`config.mk`:
```
export PLATFORM = sky130hd
export DESIGN_NAME = irq_option_and_pin_reset_control
export DESIGN_NICKNAME = d
export VERILOG_FILES = /design/src/rtl/irq_opt_pkg.sv /design/src/rtl/irq_option_and_pin_reset_control.sv /design/src/rtl/bus_clk_divider.sv /design/src/rtl/irq_sense_latch.sv
export SDC_FILE = /design/constraint.sdc
export NUM_CORES = 1
export LEC_CHECK = 0
export BUFFER_PORTS_ARGS = -buffer_cell sky130_fd_sc_hd__buf_4
export CAP_MARGIN = 20
export CORE_MARGIN = 1
export CORE_UTILIZATION = 53
export CTS_BUF_LIST = sky130_fd_sc_hd__clkbuf_2
export DETAILED_ROUTE_END_ITERATION = 12
export HOLD_SLACK_MARGIN = 0.06
export PLACE_DENSITY = 0.88
export SYNTH_ARGS = -nofsm -noshare
export SYNTH_HDL_FRONTEND = slang
export SYNTH_SLANG_ARGS = --single-unit
export TNS_END_PERCENT = 50
```
`constraint.sdc`:
```
create_clock -name clk -period 3 [get_ports clk]
set_input_delay 0.6 -clock clk [delete_from_list [all_inputs] [get_ports clk]]
set_output_delay 0.6 -clock clk [all_outputs]
set_load 0.1 [all_outputs]
```
`src/rtl/irq_opt_pkg.sv`:
```
/*
 * Shared constants for the option, interrupt-request and reset control block:
 * register offsets, field positions, reset values, timing counts, power modes.
 * Assumes a single 20 MHz clock and an APB register bus with 32-bit data.
 */
// Function
// - Watchdog option 1 runs the watchdog, 0 disables it.
// - Stop option 0 makes STOP behave exactly like WAIT; 1 gives true stop.
// - Sensitivity option 1 is falling edge plus low level; 0 is edge only.
// - Port B keyscan requests use the same sensitivity as the request pin.
// - Core finishes its current instruction before answering a pending request.
// - Request held low for the minimum pulse width sets the request latch.
// - At instruction boundary, latch set and mask clear start interrupt sequence.
// - Bus clock runs at half the oscillator input rate.
// - Reset pin low returns all logic to its startup state; the code does not reset the bus clock divider or prdata on it.
// - Low-power reset pin low holds reset with every processor clock stopped.
// - Any reset makes all eight port A lines inputs.
// - Any reset makes all port B lines inputs.
// - Each port B line has its own pull-up and keyscan build option.
// - Port C is a full 8-bit port, all inputs after any reset.
// - Port B option 1 enables pull-up and keyscan, 0 disables both.
package irq_opt_pkg;

	// ****************************************
	// Clock and timing
	// ****************************************
	localparam int CLK_FREQ_HZ = 20000000;
	localparam int CLK_PERIOD_NS = 1000000000 / CLK_FREQ_HZ;
	localparam int MIN_IRQ_PULSE_NS = 250;
	localparam int MIN_IRQ_PULSE_RAW = (MIN_IRQ_PULSE_NS + CLK_PERIOD_NS - 1) / CLK_PERIOD_NS;
	localparam int MIN_IRQ_PULSE_CYC = (MIN_IRQ_PULSE_RAW < 1) ? 1 : MIN_IRQ_PULSE_RAW;
	localparam int BUS_CLK_DIV = 2;

	// ****************************************
	// Register map
	// ****************************************
	localparam int ADDR_W = 8;
	localparam logic [7:0] PORTA_DATA_OFS = 8'h00;
	localparam logic [7:0] PORTB_DATA_OFS = 8'h04;
	localparam logic [7:0] PORTC_DATA_OFS = 8'h08;
	localparam logic [7:0] PORTA_DIR_OFS = 8'h0c;
	localparam logic [7:0] PORTB_DIR_OFS = 8'h10;
	localparam logic [7:0] PORTC_DIR_OFS = 8'h14;
	localparam logic [7:0] STATUS_OFS = 8'h18;
	localparam logic [7:0] OPTION_OFS = 8'h1c;

	localparam logic [7:0] PORT_DATA_RST = 8'h00;
	localparam logic [7:0] PORT_DIR_RST = 8'h00;

	// Status fields
	localparam int ST_IRQ_LATCH = 0;
	localparam int ST_WDOG_RUN = 1;
	localparam int ST_WAIT = 2;
	localparam int ST_STOP = 3;
	localparam int ST_REQ_LOW = 4;
	localparam int ST_KEYSCAN = 5;

	// Option fields
	localparam int OPT_WDOG = 0;
	localparam int OPT_STOP = 1;
	localparam int OPT_SENSE = 2;
	localparam int OPT_PULLUP_LSB = 8;

	typedef enum logic [1:0] {PM_RUN, PM_WAIT, PM_STOP} pwr_mode_t;

endpackage

```
`src/rtl/irq_option_and_pin_reset_control.sv`:
```
/*
 * Build-option, external request, reset pin and port reset control of a
 * small microcontroller, with an APB slave for port and status registers.
 * Assumes the core pulses instrBoundary at each instruction end, reports its
 * interrupt mask flag, and that all pins are synchronous to clk.
 */
// The register offsets and register access over APB were decided locally.
`timescale 1ns/1ps
module irq_option_and_pin_reset_control
	import irq_opt_pkg::*;
#(
	parameter bit WATCHDOG_OPTION_ENABLE = 1'b1,
	parameter bit STOP_INSTRUCTION_OPTION_ENABLE = 1'b1,
	parameter bit IRQ_LEVEL_OPTION = 1'b0,
	parameter logic [7:0] PORT_B_PULLUP_OPTION = 8'hff
) (
	input wire logic clk,
	input wire logic nrst,
	input wire logic resetPinN,
	input wire logic lowPowerResetInN,
	input wire logic irqPinN,
	input wire logic instrBoundary,
	input wire logic iMaskFlag,
	input wire logic stopExec,
	input wire logic waitExec,
	output logic intStart,
	output logic coreReset,
	output logic busClkEn,
	output logic cpuClkEn,
	output logic watchdogRun,
	output logic oscillatorOutputEn,
	input wire logic [7:0] portAIn,
	output logic [7:0] portAOut,
	output logic [7:0] portAOe,
	input wire logic [7:0] portBIn,
	output logic [7:0] portBOut,
	output logic [7:0] portBOe,
	output logic [7:0] portBPullupEn,
	input wire logic [7:0] portCIn,
	output logic [7:0] portCOut,
	output logic [7:0] portCOe,
	input wire logic psel,
	input wire logic penable,
	input wire logic pwrite,
	input wire logic [ADDR_W-1:0] paddr,
	input wire logic [31:0] pwdata,
	output logic [31:0] prdata,
	output logic pready,
	output logic pslverr
);

	// ****************************************
	// Reset and clock control
	// ****************************************
	logic sysRst;
	logic coreReset_ff;
	logic clocksRun;
	pwr_mode_t pwrMode_ff;
	pwr_mode_t nxt_pwrMode;

	// Either pin forces the startup state except prdata (reset pin: bus clock divider too); low-power reset also stops clocks
	assign sysRst = !resetPinN || !lowPowerResetInN;

	always_ff @(posedge clk or negedge nrst) begin
		if (!nrst) begin
			coreReset_ff <= 1'b1;
		end else begin
			coreReset_ff <= sysRst;
		end
	end

	assign coreReset = coreReset_ff;
	// Oscillator stays off while held in low-power reset or true stop
	assign clocksRun = lowPowerResetInN && pwrMode_ff != PM_STOP;
	assign oscillatorOutputEn = clocksRun;

	bus_clk_divider #(
		.DIV(BUS_CLK_DIV)
	) bus_clk_divider_i (
		.clk(clk),
		.nrst(nrst),
		.run(clocksRun),
		.busClkEn(busClkEn)
	);

	// Core halts in wait; peripherals keep the bus clock
	assign cpuClkEn = busClkEn && pwrMode_ff == PM_RUN && !coreReset_ff;

	// Watchdog frozen in true stop and during reset
	assign watchdogRun = WATCHDOG_OPTION_ENABLE && pwrMode_ff != PM_STOP && !coreReset_ff;

	// ****************************************
	// Interrupt request sensing
	// ****************************************
	logic [7:0] keyscanEnabled;
	logic keyscanAny;
	logic combinedReqN;
	logic reqQualified;
	logic setEvent;
	logic irqLatch;
	logic takeInt;
	logic intStart_ff;

	assign keyscanEnabled = PORT_B_PULLUP_OPTION;
	// Keyscan line low only counts where it is an input with its option set
	assign keyscanAny = |(~portBIn & keyscanEnabled & ~portBOe);
	// One detector for both sources, so keyscan shares the pin sensitivity
	assign combinedReqN = irqPinN && !keyscanAny;

	irq_sense_latch #(
		.MIN_CYC(MIN_IRQ_PULSE_CYC)
	) irq_sense_latch_i (
		.clk(clk),
		.nrst(nrst),
		.syncRst(sysRst),
		.reqN(combinedReqN),
		.levelMode(IRQ_LEVEL_OPTION),
		.clearReq(takeInt),
		.reqQualified(reqQualified),
		.setEvent(setEvent),
		.irqLatch(irqLatch)
	);

	// Latch is only looked at when the current instruction has ended
	assign takeInt = instrBoundary && irqLatch && !iMaskFlag && !coreReset_ff;

	always_ff @(posedge clk or negedge nrst) begin
		if (!nrst) begin
			intStart_ff <= 1'b0;
		end else begin
			intStart_ff <= takeInt && !sysRst;
		end
	end

	assign intStart = intStart_ff;

	// ****************************************
	// Power modes
	// ****************************************
	always_comb begin
		nxt_pwrMode = pwrMode_ff;
		unique case (pwrMode_ff)
			PM_RUN: begin
				if (stopExec) begin
					nxt_pwrMode = STOP_INSTRUCTION_OPTION_ENABLE ? PM_STOP : PM_WAIT;
				end else if (waitExec) begin
					nxt_pwrMode = PM_WAIT;
				end
			end
			PM_WAIT, PM_STOP: begin
				if (irqLatch) begin
					nxt_pwrMode = PM_RUN;
				end
			end
			default: begin
				nxt_pwrMode = PM_RUN;
			end
		endcase
	end

	always_ff @(posedge clk or negedge nrst) begin
		if (!nrst) begin
			pwrMode_ff <= PM_RUN;
		end else if (sysRst) begin
			pwrMode_ff <= PM_RUN;
		end else begin
			pwrMode_ff <= nxt_pwrMode;
		end
	end

	// ****************************************
	// Port registers
	// ****************************************
	logic [7:0] portAData_ff;
	logic [7:0] portBData_ff;
	logic [7:0] portCData_ff;
	logic [7:0] portADir_ff;
	logic [7:0] portBDir_ff;
	logic [7:0] portCDir_ff;
	logic wrEn;
	logic rdSetup;

	assign wrEn = psel && penable && pwrite;
	assign rdSetup = psel && !penable && !pwrite;

	function automatic logic isWritable(input logic [ADDR_W-1:0] addr);
		isWritable = addr == PORTA_DATA_OFS || addr == PORTB_DATA_OFS ||
			addr == PORTC_DATA_OFS || addr == PORTA_DIR_OFS ||
			addr == PORTB_DIR_OFS || addr == PORTC_DIR_OFS;
	endfunction

	function automatic logic isMapped(input logic [ADDR_W-1:0] addr);
		isMapped = isWritable(addr) || addr == STATUS_OFS || addr == OPTION_OFS;
	endfunction

	// Pin value for inputs, latch for outputs
	function automatic logic [7:0] portView(input logic [7:0] dir, input logic [7:0] data,
		input logic [7:0] pins);
		portView = (dir & data) | (~dir & pins);
	endfunction

	always_ff @(posedge clk or negedge nrst) begin
		if (!nrst) begin
			portAData_ff <= PORT_DATA_RST;
			portBData_ff <= PORT_DATA_RST;
			portCData_ff <= PORT_DATA_RST;
		end else if (sysRst) begin
			portAData_ff <= PORT_DATA_RST;
			portBData_ff <= PORT_DATA_RST;
			portCData_ff <= PORT_DATA_RST;
		end else if (wrEn) begin
			if (paddr == PORTA_DATA_OFS) begin
				portAData_ff <= pwdata[7:0];
			end
			if (paddr == PORTB_DATA_OFS) begin
				portBData_ff <= pwdata[7:0];
			end
			if (paddr == PORTC_DATA_OFS) begin
				portCData_ff <= pwdata[7:0];
			end
		end
	end

	// All lines fall back to inputs on any reset
	always_ff @(posedge clk or negedge nrst) begin
		if (!nrst) begin
			portADir_ff <= PORT_DIR_RST;
			portBDir_ff <= PORT_DIR_RST;
			portCDir_ff <= PORT_DIR_RST;
		end else if (sysRst) begin
			portADir_ff <= PORT_DIR_RST;
			portBDir_ff <= PORT_DIR_RST;
			portCDir_ff <= PORT_DIR_RST;
		end else if (wrEn) begin
			if (paddr == PORTA_DIR_OFS) begin
				portADir_ff <= pwdata[7:0];
			end
			if (paddr == PORTB_DIR_OFS) begin
				portBDir_ff <= pwdata[7:0];
			end
			// Upper bits kept so software can park unbonded lines as outputs
			if (paddr == PORTC_DIR_OFS) begin
				portCDir_ff <= pwdata[7:0];
			end
		end
	end

	assign portAOut = portAData_ff;
	assign portAOe = portADir_ff;
	assign portBOut = portBData_ff;
	assign portBOe = portBDir_ff;
	assign portCOut = portCData_ff;
	assign portCOe = portCDir_ff;
	assign portBPullupEn = keyscanEnabled;

	// ****************************************
	// APB read path
	// ****************************************
	logic [31:0] statusWord;
	logic [31:0] optionWord;

	always_comb begin
		statusWord = 32'h0000_0000;
		statusWord[ST_IRQ_LATCH] = irqLatch;
		statusWord[ST_WDOG_RUN] = watchdogRun;
		statusWord[ST_WAIT] = pwrMode_ff == PM_WAIT;
		statusWord[ST_STOP] = pwrMode_ff == PM_STOP;
		statusWord[ST_REQ_LOW] = reqQualified;
		statusWord[ST_KEYSCAN] = keyscanAny;
	end

	always_comb begin
		optionWord = 32'h0000_0000;
		optionWord[OPT_WDOG] = WATCHDOG_OPTION_ENABLE;
		optionWord[OPT_STOP] = STOP_INSTRUCTION_OPTION_ENABLE;
		optionWord[OPT_SENSE] = IRQ_LEVEL_OPTION;
		optionWord[OPT_PULLUP_LSB +: 8] = PORT_B_PULLUP_OPTION;
	end

	// Read data captured in the setup cycle, valid throughout the access phase
	always_ff @(posedge clk or negedge nrst) begin
		if (!nrst) begin
			prdata <= 32'h0000_0000;
		end else if (rdSetup) begin
			unique case (paddr)
				PORTA_DATA_OFS: prdata <= {24'h00_0000, portView(portADir_ff, portAData_ff, portAIn)};
				PORTB_DATA_OFS: prdata <= {24'h00_0000, portView(portBDir_ff, portBData_ff, portBIn)};
				PORTC_DATA_OFS: prdata <= {24'h00_0000, portView(portCDir_ff, portCData_ff, portCIn)};
				PORTA_DIR_OFS: prdata <= {24'h00_0000, portADir_ff};
				PORTB_DIR_OFS: prdata <= {24'h00_0000, portBDir_ff};
				PORTC_DIR_OFS: prdata <= {24'h00_0000, portCDir_ff};
				STATUS_OFS: prdata <= statusWord;
				OPTION_OFS: prdata <= optionWord;
				default: prdata <= 32'h0000_0000;
			endcase
		end
	end

	// Zero wait states; any unmapped access, or a write to a read-only register, flags an error
	assign pready = 1'b1;
	assign pslverr = psel && penable && (!isMapped(paddr) || (pwrite && !isWritable(paddr)));

	// ****************************************
	// Assertions
	// ****************************************
	AST_WDOG_OPTION: assert property (@(posedge clk) disable iff (!nrst)
		(pwrMode_ff == PM_RUN && !coreReset_ff) |-> watchdogRun == WATCHDOG_OPTION_ENABLE)
		else $error("watchdog run does not follow its option");

	AST_STOP_AS_WAIT: assert property (@(posedge clk) disable iff (!nrst)
		(pwrMode_ff == PM_RUN && stopExec && !sysRst) |=>
		pwrMode_ff == (STOP_INSTRUCTION_OPTION_ENABLE ? PM_STOP : PM_WAIT))
		else $error("stop instruction entered the wrong mode");

	AST_LEVEL_REFIRE: assert property (@(posedge clk) disable iff (!nrst)
		(reqQualified && !sysRst && IRQ_LEVEL_OPTION) |=> irqLatch)
		else $error("held low request not relatched in level mode");

	AST_EDGE_ONCE: assert property (@(posedge clk) disable iff (!nrst)
		(setEvent && !IRQ_LEVEL_OPTION) |=> !setEvent)
		else $error("edge mode fired twice in one low period");

	AST_KEYSCAN_REQ: assert property (@(posedge clk) disable iff (!nrst)
		(keyscanAny && !sysRst)[*8] |-> reqQualified)
		else $error("keyscan low did not qualify a request");

	AST_LATCH_SET: assert property (@(posedge clk) disable iff (!nrst)
		(setEvent && !sysRst) |=> irqLatch)
		else $error("qualified request did not set the latch");

	AST_TAKE_CAUSE: assert property (@(posedge clk) disable iff (!nrst)
		intStart |-> $past(instrBoundary) && !$past(iMaskFlag) && $past(irqLatch))
		else $error("interrupt started without boundary, latch and clear mask");

	AST_LATCH_CLEAR: assert property (@(posedge clk) disable iff (!nrst)
		intStart |-> !irqLatch || $past(setEvent))
		else $error("latch not cleared when interrupt started");

	AST_HALF_RATE: assert property (@(posedge clk) disable iff (!nrst)
		busClkEn |=> !busClkEn ##1
		(busClkEn || !$past(clocksRun) || !$past(clocksRun, 2)))
		else $error("bus clock enable not at half rate");

	AST_LOWPWR_HALT: assert property (@(posedge clk) disable iff (!nrst)
		!lowPowerResetInN |=> !busClkEn && coreReset && !cpuClkEn)
		else $error("clocks running during low power reset");

	AST_PORTS_INPUT: assert property (@(posedge clk) disable iff (!nrst)
		sysRst |=> portAOe == 8'h00 && portBOe == 8'h00 && portCOe == 8'h00)
		else $error("port lines not inputs after reset");

	COV_INT_TAKEN: cover property (@(posedge clk) disable iff (!nrst) intStart);
	COV_STOP_WAKE: cover property (@(posedge clk) disable iff (!nrst)
		pwrMode_ff == PM_STOP ##[1:50] pwrMode_ff == PM_RUN);
	COV_KEYSCAN: cover property (@(posedge clk) disable iff (!nrst) keyscanAny && setEvent);
	COV_LOWPWR: cover property (@(posedge clk) disable iff (!nrst) $fell(lowPowerResetInN));

endmodule

```
`src/rtl/bus_clk_divider.sv`:
```
/*
 * Divides the oscillator clock into a one-cycle bus clock enable.
 * Assumes clk is the oscillator input and run drops whenever clocks must halt.
 */
`timescale 1ns/1ps
module bus_clk_divider
	import irq_opt_pkg::*;
#(
	parameter int DIV = BUS_CLK_DIV
) (
	input wire logic clk,
	input wire logic nrst,
	input wire logic run,
	output logic busClkEn
);

	logic [$clog2(DIV)-1:0] cnt_ff;
	logic busClkEn_ff;

	// Counter restarts on halt so the first enable after release is a full period late
	always_ff @(posedge clk or negedge nrst) begin
		if (!nrst) begin
			cnt_ff <= '0;
		end else if (!run || cnt_ff == $clog2(DIV)'(DIV - 1)) begin
			cnt_ff <= '0;
		end else begin
			cnt_ff <= cnt_ff + 1'b1;
		end
	end

	always_ff @(posedge clk or negedge nrst) begin
		if (!nrst) begin
			busClkEn_ff <= 1'b0;
		end else begin
			busClkEn_ff <= run && cnt_ff == $clog2(DIV)'(DIV - 1);
		end
	end

	assign busClkEn = busClkEn_ff;

endmodule

```
`src/rtl/irq_sense_latch.sv`:
```
/*
 * Pulse-width qualifier, edge or edge-and-level sensing and request latch.
 * Assumes reqN is synchronous to clk and already combines every request source.
 */
`timescale 1ns/1ps
module irq_sense_latch
	import irq_opt_pkg::*;
#(
	parameter int MIN_CYC = MIN_IRQ_PULSE_CYC
) (
	input wire logic clk,
	input wire logic nrst,
	input wire logic syncRst,
	input wire logic reqN,
	input wire logic levelMode,
	input wire logic clearReq,
	output logic reqQualified,
	output logic setEvent,
	output logic irqLatch
);

	localparam int CNT_W = $clog2(MIN_CYC + 1);

	logic [CNT_W-1:0] lowCnt_ff;
	logic armed_ff;
	logic irqLatch_ff;

	always_ff @(posedge clk or negedge nrst) begin
		if (!nrst) begin
			lowCnt_ff <= '0;
		end else if (syncRst || reqN) begin
			lowCnt_ff <= '0;
		end else if (lowCnt_ff != CNT_W'(MIN_CYC)) begin
			lowCnt_ff <= lowCnt_ff + 1'b1;
		end
	end

	assign reqQualified = (lowCnt_ff == CNT_W'(MIN_CYC));
	// Edge mode fires once per low period; level mode keeps firing while low
	assign setEvent = reqQualified && (levelMode || armed_ff);

	// Rearm only after the line is seen high again
	always_ff @(posedge clk or negedge nrst) begin
		if (!nrst) begin
			armed_ff <= 1'b0;
		end else if (syncRst || reqN) begin
			armed_ff <= !syncRst;
		end else if (setEvent) begin
			armed_ff <= 1'b0;
		end
	end

	// Set beats clear so a request landing on the service cycle survives
	always_ff @(posedge clk or negedge nrst) begin
		if (!nrst) begin
			irqLatch_ff <= 1'b0;
		end else if (syncRst) begin
			irqLatch_ff <= 1'b0;
		end else if (setEvent) begin
			irqLatch_ff <= 1'b1;
		end else if (clearReq) begin
			irqLatch_ff <= 1'b0;
		end
	end

	assign irqLatch = irqLatch_ff;

endmodule

```
# [Word level (Yosys, flattened, before mapping)]
# Index checks and enable logic that the tools add are counted.
[word_totals] ff_bits=91 inputBits=76 out_inout_bits=96 wordCells=137
[classes] n_addsub=2 eq_ne=14 mux=32 bitwise_logic=14 reduce_logical=60
[ops] op="two-way mux 8 bit" count=18
[ops] op="one-hot mux 16 bit (8 select lines)" count=1
[ops] op="bitwise AND 8 bit" count=7
[ops] op="equality test 8 x 5 -> 1 bit (second input constant)" count=4
[ops] op="inverter 8 bit" count=4
[ops] op="bitwise OR 8 bit" count=3
[ops] op="nonzero test 2 bit" count=9
[ops] op="logical AND 1 bit" count=17
[ops] op="equality test 8 x 4 -> 1 bit (second input constant)" count=2
[ops] op="AND reduction 2 bit" count=7
[ops] op="zero test 1 bit" count=11
[ops] op="logical OR 1 bit" count=11
[ops] op="equality test 8 x 3 -> 1 bit (second input constant)" count=1
[ops] op="zero test 8 bit" count=1
[ops] op="two-way mux 2 bit" count=4
[ops] op="OR reduction 8 bit" count=1
[ops] op="two-way mux 1 bit" count=6
[ops] op="two-way mux 3 bit" count=2
[ops] op="inequality test 4 x 3 -> 1 bit (second input constant)" count=1
[ops] op="one-hot mux 2 bit (2 select lines)" count=1
[ops] op="adder 3 x 1 -> 3 bit (second input constant)" count=1
[ops] op="equality test 3 bit (second input constant)" count=1
[ops] op="inequality test 3 x 1 -> 1 bit (second input constant)" count=1
[ops] op="inequality test 3 bit (second input constant)" count=1
[ops] op="7 further kinds" count=7

# [Logic depth before layout (Yosys ltp)]
# Gate-level depths: netlist of run 1.
[logic_depth] ltp_word=11 mapped_depth=8 ltp_nobuf=7

# [By module]
# Synthesis of run 1 repeated with hierarchy kept, for this count alone.
[unflattened] cells_unflattened=415 hier_area_um2=3966.3
[by_module_without_submodules] module="irq_option_and_pin_reset_control" n_inst=1 cells_each=387 area_each_um2=3633.5
[by_module_without_submodules] module="irq_sense_latch" n_inst=1 cells_each=24 area_each_um2=266.5
[by_module_without_submodules] module="bus_clk_divider" n_inst=1 cells_each=4 area_each_um2=66.3

# [Worst setup path before layout of run 1]
# Ideal clock, no wire load.
[synth_path] kind="input port to output port" start="input paddr[3]" end="output pslverr" arrival_time_ns=2.559 t_required_ns=2.400 slack_ns=-0.159 path_stages=3 n_path_buf=1 cell_sequence="clkbuf_1 -> nand3_1 -> a31oi_1"
[synth_via] elab_chain_len=11
[synth_lines] element="start: declaration" line="irq_option_and_pin_reset_control.sv:45" rtl="input wire logic [ADDR_W-1:0] paddr,"
[synth_lines] element="equality test 8 x 3 -> 1 bit or zero test 8 bit (tied branches)" line="irq_option_and_pin_reset_control.sv:187" rtl="isWritable = addr == PORTA_DATA_OFS || addr == PORTB_DATA_OFS ||"
[synth_lines] element="logical OR 1 bit (2 in a row)" line="irq_option_and_pin_reset_control.sv:187"
[synth_lines] element="logical OR 1 bit (2 in a row)" line="irq_option_and_pin_reset_control.sv:188" rtl="addr == PORTC_DATA_OFS || addr == PORTA_DIR_OFS ||"
[synth_lines] element="logical OR 1 bit" line="irq_option_and_pin_reset_control.sv:189" rtl="addr == PORTB_DIR_OFS || addr == PORTC_DIR_OFS;"
[synth_lines] element="logical OR 1 bit (2 in a row)" line="irq_option_and_pin_reset_control.sv:193" rtl="isMapped = isWritable(addr) || addr == STATUS_OFS || addr == OPTION_OFS;"
[synth_lines] element="zero test 1 bit" line="irq_option_and_pin_reset_control.sv:301" rtl="assign pslverr = psel && penable && (!isMapped(paddr) || (pwrite && !isWritable(paddr)));"
[synth_lines] element="logical OR 1 bit (*)" line="irq_option_and_pin_reset_control.sv:301"
[synth_lines] element="logical AND 1 bit (*)" line="irq_option_and_pin_reset_control.sv:301"
[synth_lines] element="end: declaration" line="irq_option_and_pin_reset_control.sv:49" rtl="output logic pslverr"
# Mark *: on every way between the ends. The rest lies on a longest branch, timed or not.

# [Worst setup path after layout of run 1]
[layout_path] start="register pwrMode_ff[0]" end="output oscillatorOutputEn"
[layout_via] elab_chain_len=2
[layout_lines] element="start: declaration" line="irq_option_and_pin_reset_control.sv:58" rtl="pwr_mode_t pwrMode_ff;"
[layout_lines] element="start signal: assignment" line="irq_option_and_pin_reset_control.sv:167" rtl="pwrMode_ff <= nxt_pwrMode;"
[layout_lines] element="inequality test 2 bit" line="irq_option_and_pin_reset_control.sv:74" rtl="assign clocksRun = lowPowerResetInN && pwrMode_ff != PM_STOP;"
[layout_lines] element="logical AND 1 bit" line="irq_option_and_pin_reset_control.sv:74"
[layout_lines] element="end: declaration" line="irq_option_and_pin_reset_control.sv:31" rtl="output logic oscillatorOutputEn,"
# Every way passes these cells.

==> impl_metrics.env, run 1 <==
export IMPL_synth_ff_type="dfrtp_1"
export IMPL_endpoint_kind="output port"
export IMPL_synth_area_sq_um=3930
export IMPL_fmax_ghz=0.414
export IMPL_skew_ns=0.0291
export IMPL_num_vias=3862
export IMPL_drtIter0Drc=378
export IMPL_power_leakage_nw=2.14
export IMPL_ios=172
export IMPL_switching_share_pct=37.4
export IMPL_critPathKind="reg -> out"
export IMPL_nFillCells=581
export IMPL_crit_chain="inv_1 > ha_1 > nor2b_1 > buf_4"
export IMPL_cts_made_buffers=9
export IMPL_dieHeight_microns=88.1
export IMPL_slowest_stage="dfrtp_1"
export IMPL_drtPass1Iterations=5
export IMPL_grt_max_degree=69
export IMPL_tritoncts="done"
export IMPL_hold_slack_ns=0.119
export IMPL_synth_edf_count=0
export IMPL_yosysWarnings=0
export IMPL_setup_tns_ns=0
export IMPL_rr_worst_depth=5
export IMPL_grt_pass1_wl_microns=18200
export IMPL_cpPeakStageDelay_ns=0.44
export IMPL_drc_errors=0
export IMPL_power_internal_mw=1.21
export IMPL_num_rows=31
export IMPL_status="completed"
export IMPL_antenna_left=0
export IMPL_cts_path_max_buffers=2
export IMPL_post_cts_buffers=0
export IMPL_dp_cells=635
export IMPL_die_w_microns=88.1
export IMPL_place_gp_congestion=0.925
export IMPL_wl_per_cell_microns=18.2
export IMPL_nets=628
export IMPL_cts_clk_slew_worst_paths_ns=0.22
export IMPL_p_clk_share_pct=28.5
export IMPL_finalCriticalPeriod_ns=2.41
export IMPL_grt_pass1_vias=3566
export IMPL_maxCapViolCount=0
export IMPL_setup_viol=0
export IMPL_antenna_found_initial=0
export IMPL_crit_family="flip-flops"
export IMPL_port_buffers=122
export IMPL_antennaDiodeCount=0
export IMPL_layout_cells_non_filler=650
export IMPL_initial_core_util_pct=54.5
export IMPL_critPathLaunchType="flip-flop"
export IMPL_ir_worst_vdd_uv=218
export IMPL_regArea_sq_um=1700
export IMPL_tightest_slew_ns=0.882
export IMPL_grt_use_total_pct=31.6
export IMPL_synth_seq_cells=68
export IMPL_setup_ws_ns=0.587
export IMPL_pre_cts_slack_ns=0.616
export IMPL_core_area_sq_um=7210
export IMPL_hold_buffers=0
export IMPL_hold_viol=0
export IMPL_multi_input_area_sq_um=1970
export IMPL_netSwitchingPower_mw=0.726
export IMPL_post_dp_hpwl_microns=8500
export IMPL_dieArea_sq_um=7760
export IMPL_routed_wl_microns=11900
export IMPL_cts_sinks=68
export IMPL_rsz0062_at_grt="false"
export IMPL_power_frac_seq_pct=48.4
export IMPL_ys_types=50
export IMPL_drive_gt1_share_pct=29.6
export IMPL_p_comb_share_pct=23.1
export IMPL_clk_insertion_delay_late_ns=0.55
export IMPL_cp_depth=4
export IMPL_synth_seq_area_share_pct=43.3
export IMPL_area_delta_synth_final_pct=24.5
export IMPL_arrival_ns=1.81
export IMPL_postSynth_asyncResetShare_pct=100
export IMPL_detail_route_vias_per_cell=5.94
export IMPL_cts_resized=0
export IMPL_powerDensity_nw_per_um2=397
export IMPL_netlist_instances=435
export IMPL_cp_max_fo=3
export IMPL_min_path_type="in -> async"
export IMPL_syn_area_per_cell_sq_um=9.03
export IMPL_finalPower_mw=1.94
export IMPL_relSlewSlack_pct=41.2
export IMPL_grt_overflow_total=0
export IMPL_cts_root_buffer_cell="clkbuf_2"
export IMPL_cp_data_required_time_ns=2.40
export IMPL_htreeDepth=3
export IMPL_drv_slew=0
export IMPL_crit_buf_inv=2
export IMPL_period_share_pct=80.4
cell usage after synthesis (2+ instances only):
| master | number | share of area, % |
|---|---|---|
| o21ai_0 | 16 | 2.0 |
| a21oi_1 | 43 | 5.5 |
| a31oi_1 | 8 | 1.3 |
| a32oi_1 | 2 | 0.45 |
| nand2b_1 | 3 | 0.48 |
| a211oi_1 | 3 | 0.57 |
| conb_1 | 2 | 0.19 |
| mux2i_1 | 30 | 7.6 |
| o221ai_1 | 3 | 0.67 |
| mux4_2 | 2 | 1.1 |
| buf_4 | 33 | 6.3 |
| o31ai_1 | 3 | 0.57 |
| nor4_1 | 2 | 0.32 |
| nor3_4 | 2 | 0.83 |
| nand4_1 | 4 | 0.64 |
| nand3_1 | 12 | 1.5 |
| nor2_1 | 35 | 3.3 |
| nor3_2 | 2 | 0.51 |
| nor3_1 | 5 | 0.64 |
| nor2b_1 | 2 | 0.32 |
| and3_1 | 2 | 0.32 |
| mux2_2 | 6 | 1.7 |
| nor2_4 | 4 | 1.1 |
| inv_1 | 6 | 0.57 |
| o21ai_1 | 2 | 0.25 |
| a22oi_1 | 4 | 0.76 |
| nand2_1 | 83 | 7.9 |
| and2_1 | 3 | 0.48 |
| ha_1 | 5 | 1.6 |
| nor3b_1 | 2 | 0.38 |
| dfrtp_1 | 67 | 43 |
| buf_2 | 4 | 0.51 |
| o22ai_1 | 8 | 1.3 |
| clkbuf_1 | 11 | 1.1 |
final timing paths:
kind	start	end	slack, ns
max in group asynchronous	nrst	portAOut[7]$_DFFE_PN0P_	2.27
min in group clk	resetPinN	intStart$_DFF_PN0_	0.27
hold reg to reg	bus_clk_divider_i.cnt_ff$_DFF_PN0_	bus_clk_divider_i.cnt_ff$_DFF_PN0_	0.44
hold / removal	nrst	portCOut[4]$_DFFE_PN0P_	0.12
setup reg to reg	portAOe[4]$_DFFE_PN0P_	prdata[4]$_DFFE_PN0P_	1.13
setup / recovery	pwrMode_ff[0]$_DFFE_PN0P_	oscillatorOutputEn	0.59
per-layer routing:
metal / track usage, % / part of all wire [%]
met2: 49.1 / 47
met1: 42.3 / 39
met4: 14.4 / 3.4
met3: 7.45 / 11
met5: 0 / 0
metrics by stage:
step           cell area (sq um)  util [%]
2_1_floorplan               4020         -
3_3_place_gp                4780      66.3
3_5_place_dp                4780      66.3
4_1_cts                     4890      67.8
5_1_grt                     4890      67.8
6_report                    4890      67.8
flip-flops by register name, summed over array words and instances, names as in the netlist, 2 cells and up:
register,cells
irq_sense_latch_i.lowCnt_ff,3
portAOe,8
portAOut,8
portBOe,8
portBOut,8
portCOe,8
portCOut,8
prdata,9
pwrMode_ff,2
layout by cell type (no fill, tap or decap), drive strengths merged, types with 3 or more instances in the layout:
master,instances
a31oi,8
nand2b,3
o22ai,8
nor2,39
nand3,12
and2,4
a22oi,4
mux2,6
a21oi,43
dfrtp,67
o221ai,3
buf,128
nor4,3
a211oi,3
nor3,9
mux2i,30
nand4,4
inv,7
ha,5
o21ai,18
clkinvlp,3
conb,25
clkbuf,9
o31ai,3
nand2,83
power by group through the flow:
stage | sequential (mW) | combinational [mW] | clock [mW]
CTS | 0.939 | 0.446 | 0.546
global route | 0.941 | 0.470 | 0.580
global placement | 0.954 | 0.439 | 0
detailed placement | 0.955 | 0.445 | 0
floorplan | 1.01 | 0.274 | 0
finish | 0.939 | 0.449 | 0.553
cell families after synthesis:
| kind of cell | after synthesis | share of synthesized area, % |
|---|---|---|
| buffers and inverters | 56 | 8.82 |
| AO/OA/AOI/OAI | 98 | 14.6 |
| other | 2 | 0.191 |
| AND/OR/NAND/NOR | 167 | 20.7 |
| flip-flops | 68 | 43.3 |
| adder cells (fa/ha/maj) | 5 | 1.59 |
| XOR/XNOR | 1 | 0.223 |
| multiplexers | 38 | 10.5 |
final cells by class:
cell class,count,share of cell area [%]
Clock buffer,9,0.920
Inverter,6,0.460
Sequential cell,68,34.8
Clock inverter,6,1.33
Timing Repair Buffer,128,19.6
Tap cell,99,2.53
Multi-Input combinational cell,334,40.3
Power figures use the tool's default switching activity.
==> inputs of run 2 (changes only) <==
CORE_UTILIZATION = 49   (was 53)
PLACE_DENSITY = 0.82   (was 0.88)
clock period = 2.45 ns   (was 3 ns; I/O delays follow)
==> impl_metrics.env, run 2 (synthesis gave the netlist of run 1 again) <==
export IMPL_status="completed"
export IMPL_num_vias=3856
export IMPL_dieArea_sq_um=8380
export IMPL_drtIter0Drc=315
export IMPL_slowest_stage="dfrtp_1"
export IMPL_period_share_pct=93.9
export IMPL_ir_worst_vdd_uv=274
export IMPL_critPathCapture="oscillatorOutputEn"
export IMPL_hold_buffers=0
export IMPL_die_w_microns=91.6
export IMPL_cts_clk_slew_worst_paths_ns=0.22
export IMPL_place_gp_congestion=0.912
export IMPL_cts_path_max_buffers=2
export IMPL_critPathLaunchType="flip-flop"
export IMPL_setup_viol=0
export IMPL_r2r_slack_ns=0.49
export IMPL_relSlewSlack_pct=41.6
export IMPL_hold_viol=0
export IMPL_port_buffers=122
export IMPL_cts_sinks=68
export IMPL_clk_insertion_delay_late_ns=0.53
export IMPL_detail_route_vias_per_cell=5.83
export IMPL_grt_pass1_wl_microns=18800
export IMPL_cpPeakStageDelay_ns=0.44
export IMPL_ios=172
export IMPL_grt_pass1_vias=3658
export IMPL_core_area_sq_um=7730
export IMPL_powerDensity_nw_per_um2=478
export IMPL_critPathKind="reg -> out"
export IMPL_drtPass1Iterations=7
export IMPL_worstReg2RegStart="portAOe[4]$_DFFE_PN0P_"
export IMPL_final_common_cell="buf_4"
export IMPL_fin_util_pct=64.1
export IMPL_area_delta_synth_final_pct=25.9
export IMPL_setup_ws_ns=0.150
export IMPL_routed_wl_microns=12100
export IMPL_num_rows=32
export IMPL_htreeDepth=3
export IMPL_initial_core_util_pct=50.9
export IMPL_largest_reg_flops=9
export IMPL_pre_cts_slack_ns=0.212
export IMPL_tightest_slew_ns=0.876
export IMPL_maxCapViolCount=0
export IMPL_crit_chain="inv_1 > ha_1 > nor2b_1 > buf_4"
export IMPL_grt_max_degree=69
export IMPL_cts_root_buffer_cell="clkbuf_2"
export IMPL_drc_errors=0
export IMPL_rsz0062_at_grt="false"
export IMPL_cp_depth=4
export IMPL_crit_reg2reg_capture="prdata[4]$_DFFE_PN0P_"
export IMPL_skew_ns=0.0316
export IMPL_crit_buf_inv=2
export IMPL_fmax_ghz=0.435
export IMPL_cp_data_required_time_ns=1.96
export IMPL_arrival_ns=1.81
export IMPL_hold_slack_ns=0.0554
export IMPL_setup_tns_ns=0
export IMPL_finalCriticalPeriod_ns=2.30
export IMPL_cp_max_fo=3
export IMPL_dieHeight_microns=91.6
export IMPL_antenna_left=0
export IMPL_min_path_type="in -> async"
export IMPL_grt_use_total_pct=29.0
export IMPL_post_cts_buffers=0
export IMPL_largest_register="prdata"
export IMPL_cts_made_buffers=9
export IMPL_power_leakage_nw=2.19
export IMPL_antennaDiodeCount=0
export IMPL_drv_slew=0
export IMPL_wl_per_cell_microns=18.2
export IMPL_cp_startpoint="pwrMode_ff[0]$_DFFE_PN0P_"
export IMPL_endpoint_kind="output port"
export IMPL_cts_resized=0
export IMPL_grt_overflow_total=0
export IMPL_tritoncts="done"
export IMPL_dp_cells=645
export IMPL_layout_cells_non_filler=661
export IMPL_drive_gt1_share_pct=30.8
export IMPL_crit_family="flip-flops"
export IMPL_final_cell_mix="buf_4, nand2_1, dfrtp_1"
export IMPL_rr_worst_depth=5
export IMPL_nets=635
export IMPL_post_dp_hpwl_microns=8830
export IMPL_antenna_found_initial=0
-- run 2: area by class of cell --
cell class	count	area [sq um]
Inverter	6	22.5
Clock inverter	5	52.6
Timing Repair Buffer	135	1010
Multi-Input combinational cell	334	1980
Sequential cell	68	1700
Fill cell	621	2780
Clock buffer	11	55.1
Tap cell	102	128
-- run 2: metal layers --
metal	wire [microns]	track usage, %	vias up
met5	0	0	-
li1	-	-	1713
met4	406	11.9	0
met1	4720	37.6	1809
met2	5750	45.9	284
met3	1190	7.79	50
-- run 2: worst min path at each step --
stage                                                  start                              endpoint  slack, ns
after detailed placement  bus_clk_divider_i.cnt_ff$_DFF_PN0_    bus_clk_divider_i.cnt_ff$_DFF_PN0_       0.43
after CTS                                               nrst                portCOe[1]$_DFFE_PN0P_        0.1
after floorplan                                         nrst  bus_clk_divider_i.busClkEn$_DFF_PN0_       0.19
after global routing                                    nrst               portCOut[4]$_DFFE_PN0P_       0.13
final                                                   nrst             pwrMode_ff[0]$_DFFE_PN0P_       0.06
after global placement    bus_clk_divider_i.cnt_ff$_DFF_PN0_    bus_clk_divider_i.cnt_ff$_DFF_PN0_       0.41
-- run 2: power by group --
group / switching (mW) / leakage, nW / internal [mW] / total, mW
registers: 0.0104 / 0.937 / 1.14 / 1.15
logic: 0.432 / 1.18 / 0.124 / 0.556
clock network: 0.422 / 0.0733 / 0.240 / 0.662
-- run 2: metrics by stage --
stage / instance area, sq um / power (mW)
CTS: 4950 / 2.36
floorplan: 4030 / 1.58
detailed placement: 4840 / 1.72
finish: 4950 / 2.37
global placement: 4840 / 1.72
global route: 4950 / 2.43
-- run 2: worst reg2reg max path, stage by stage, from the launching register on --
cell      delay, ns
dfrtp_1        0.46
mux2_2         0.38
mux4_2         0.51
and3_1         0.21
a211oi_1       0.19
o21ai_0        0.11
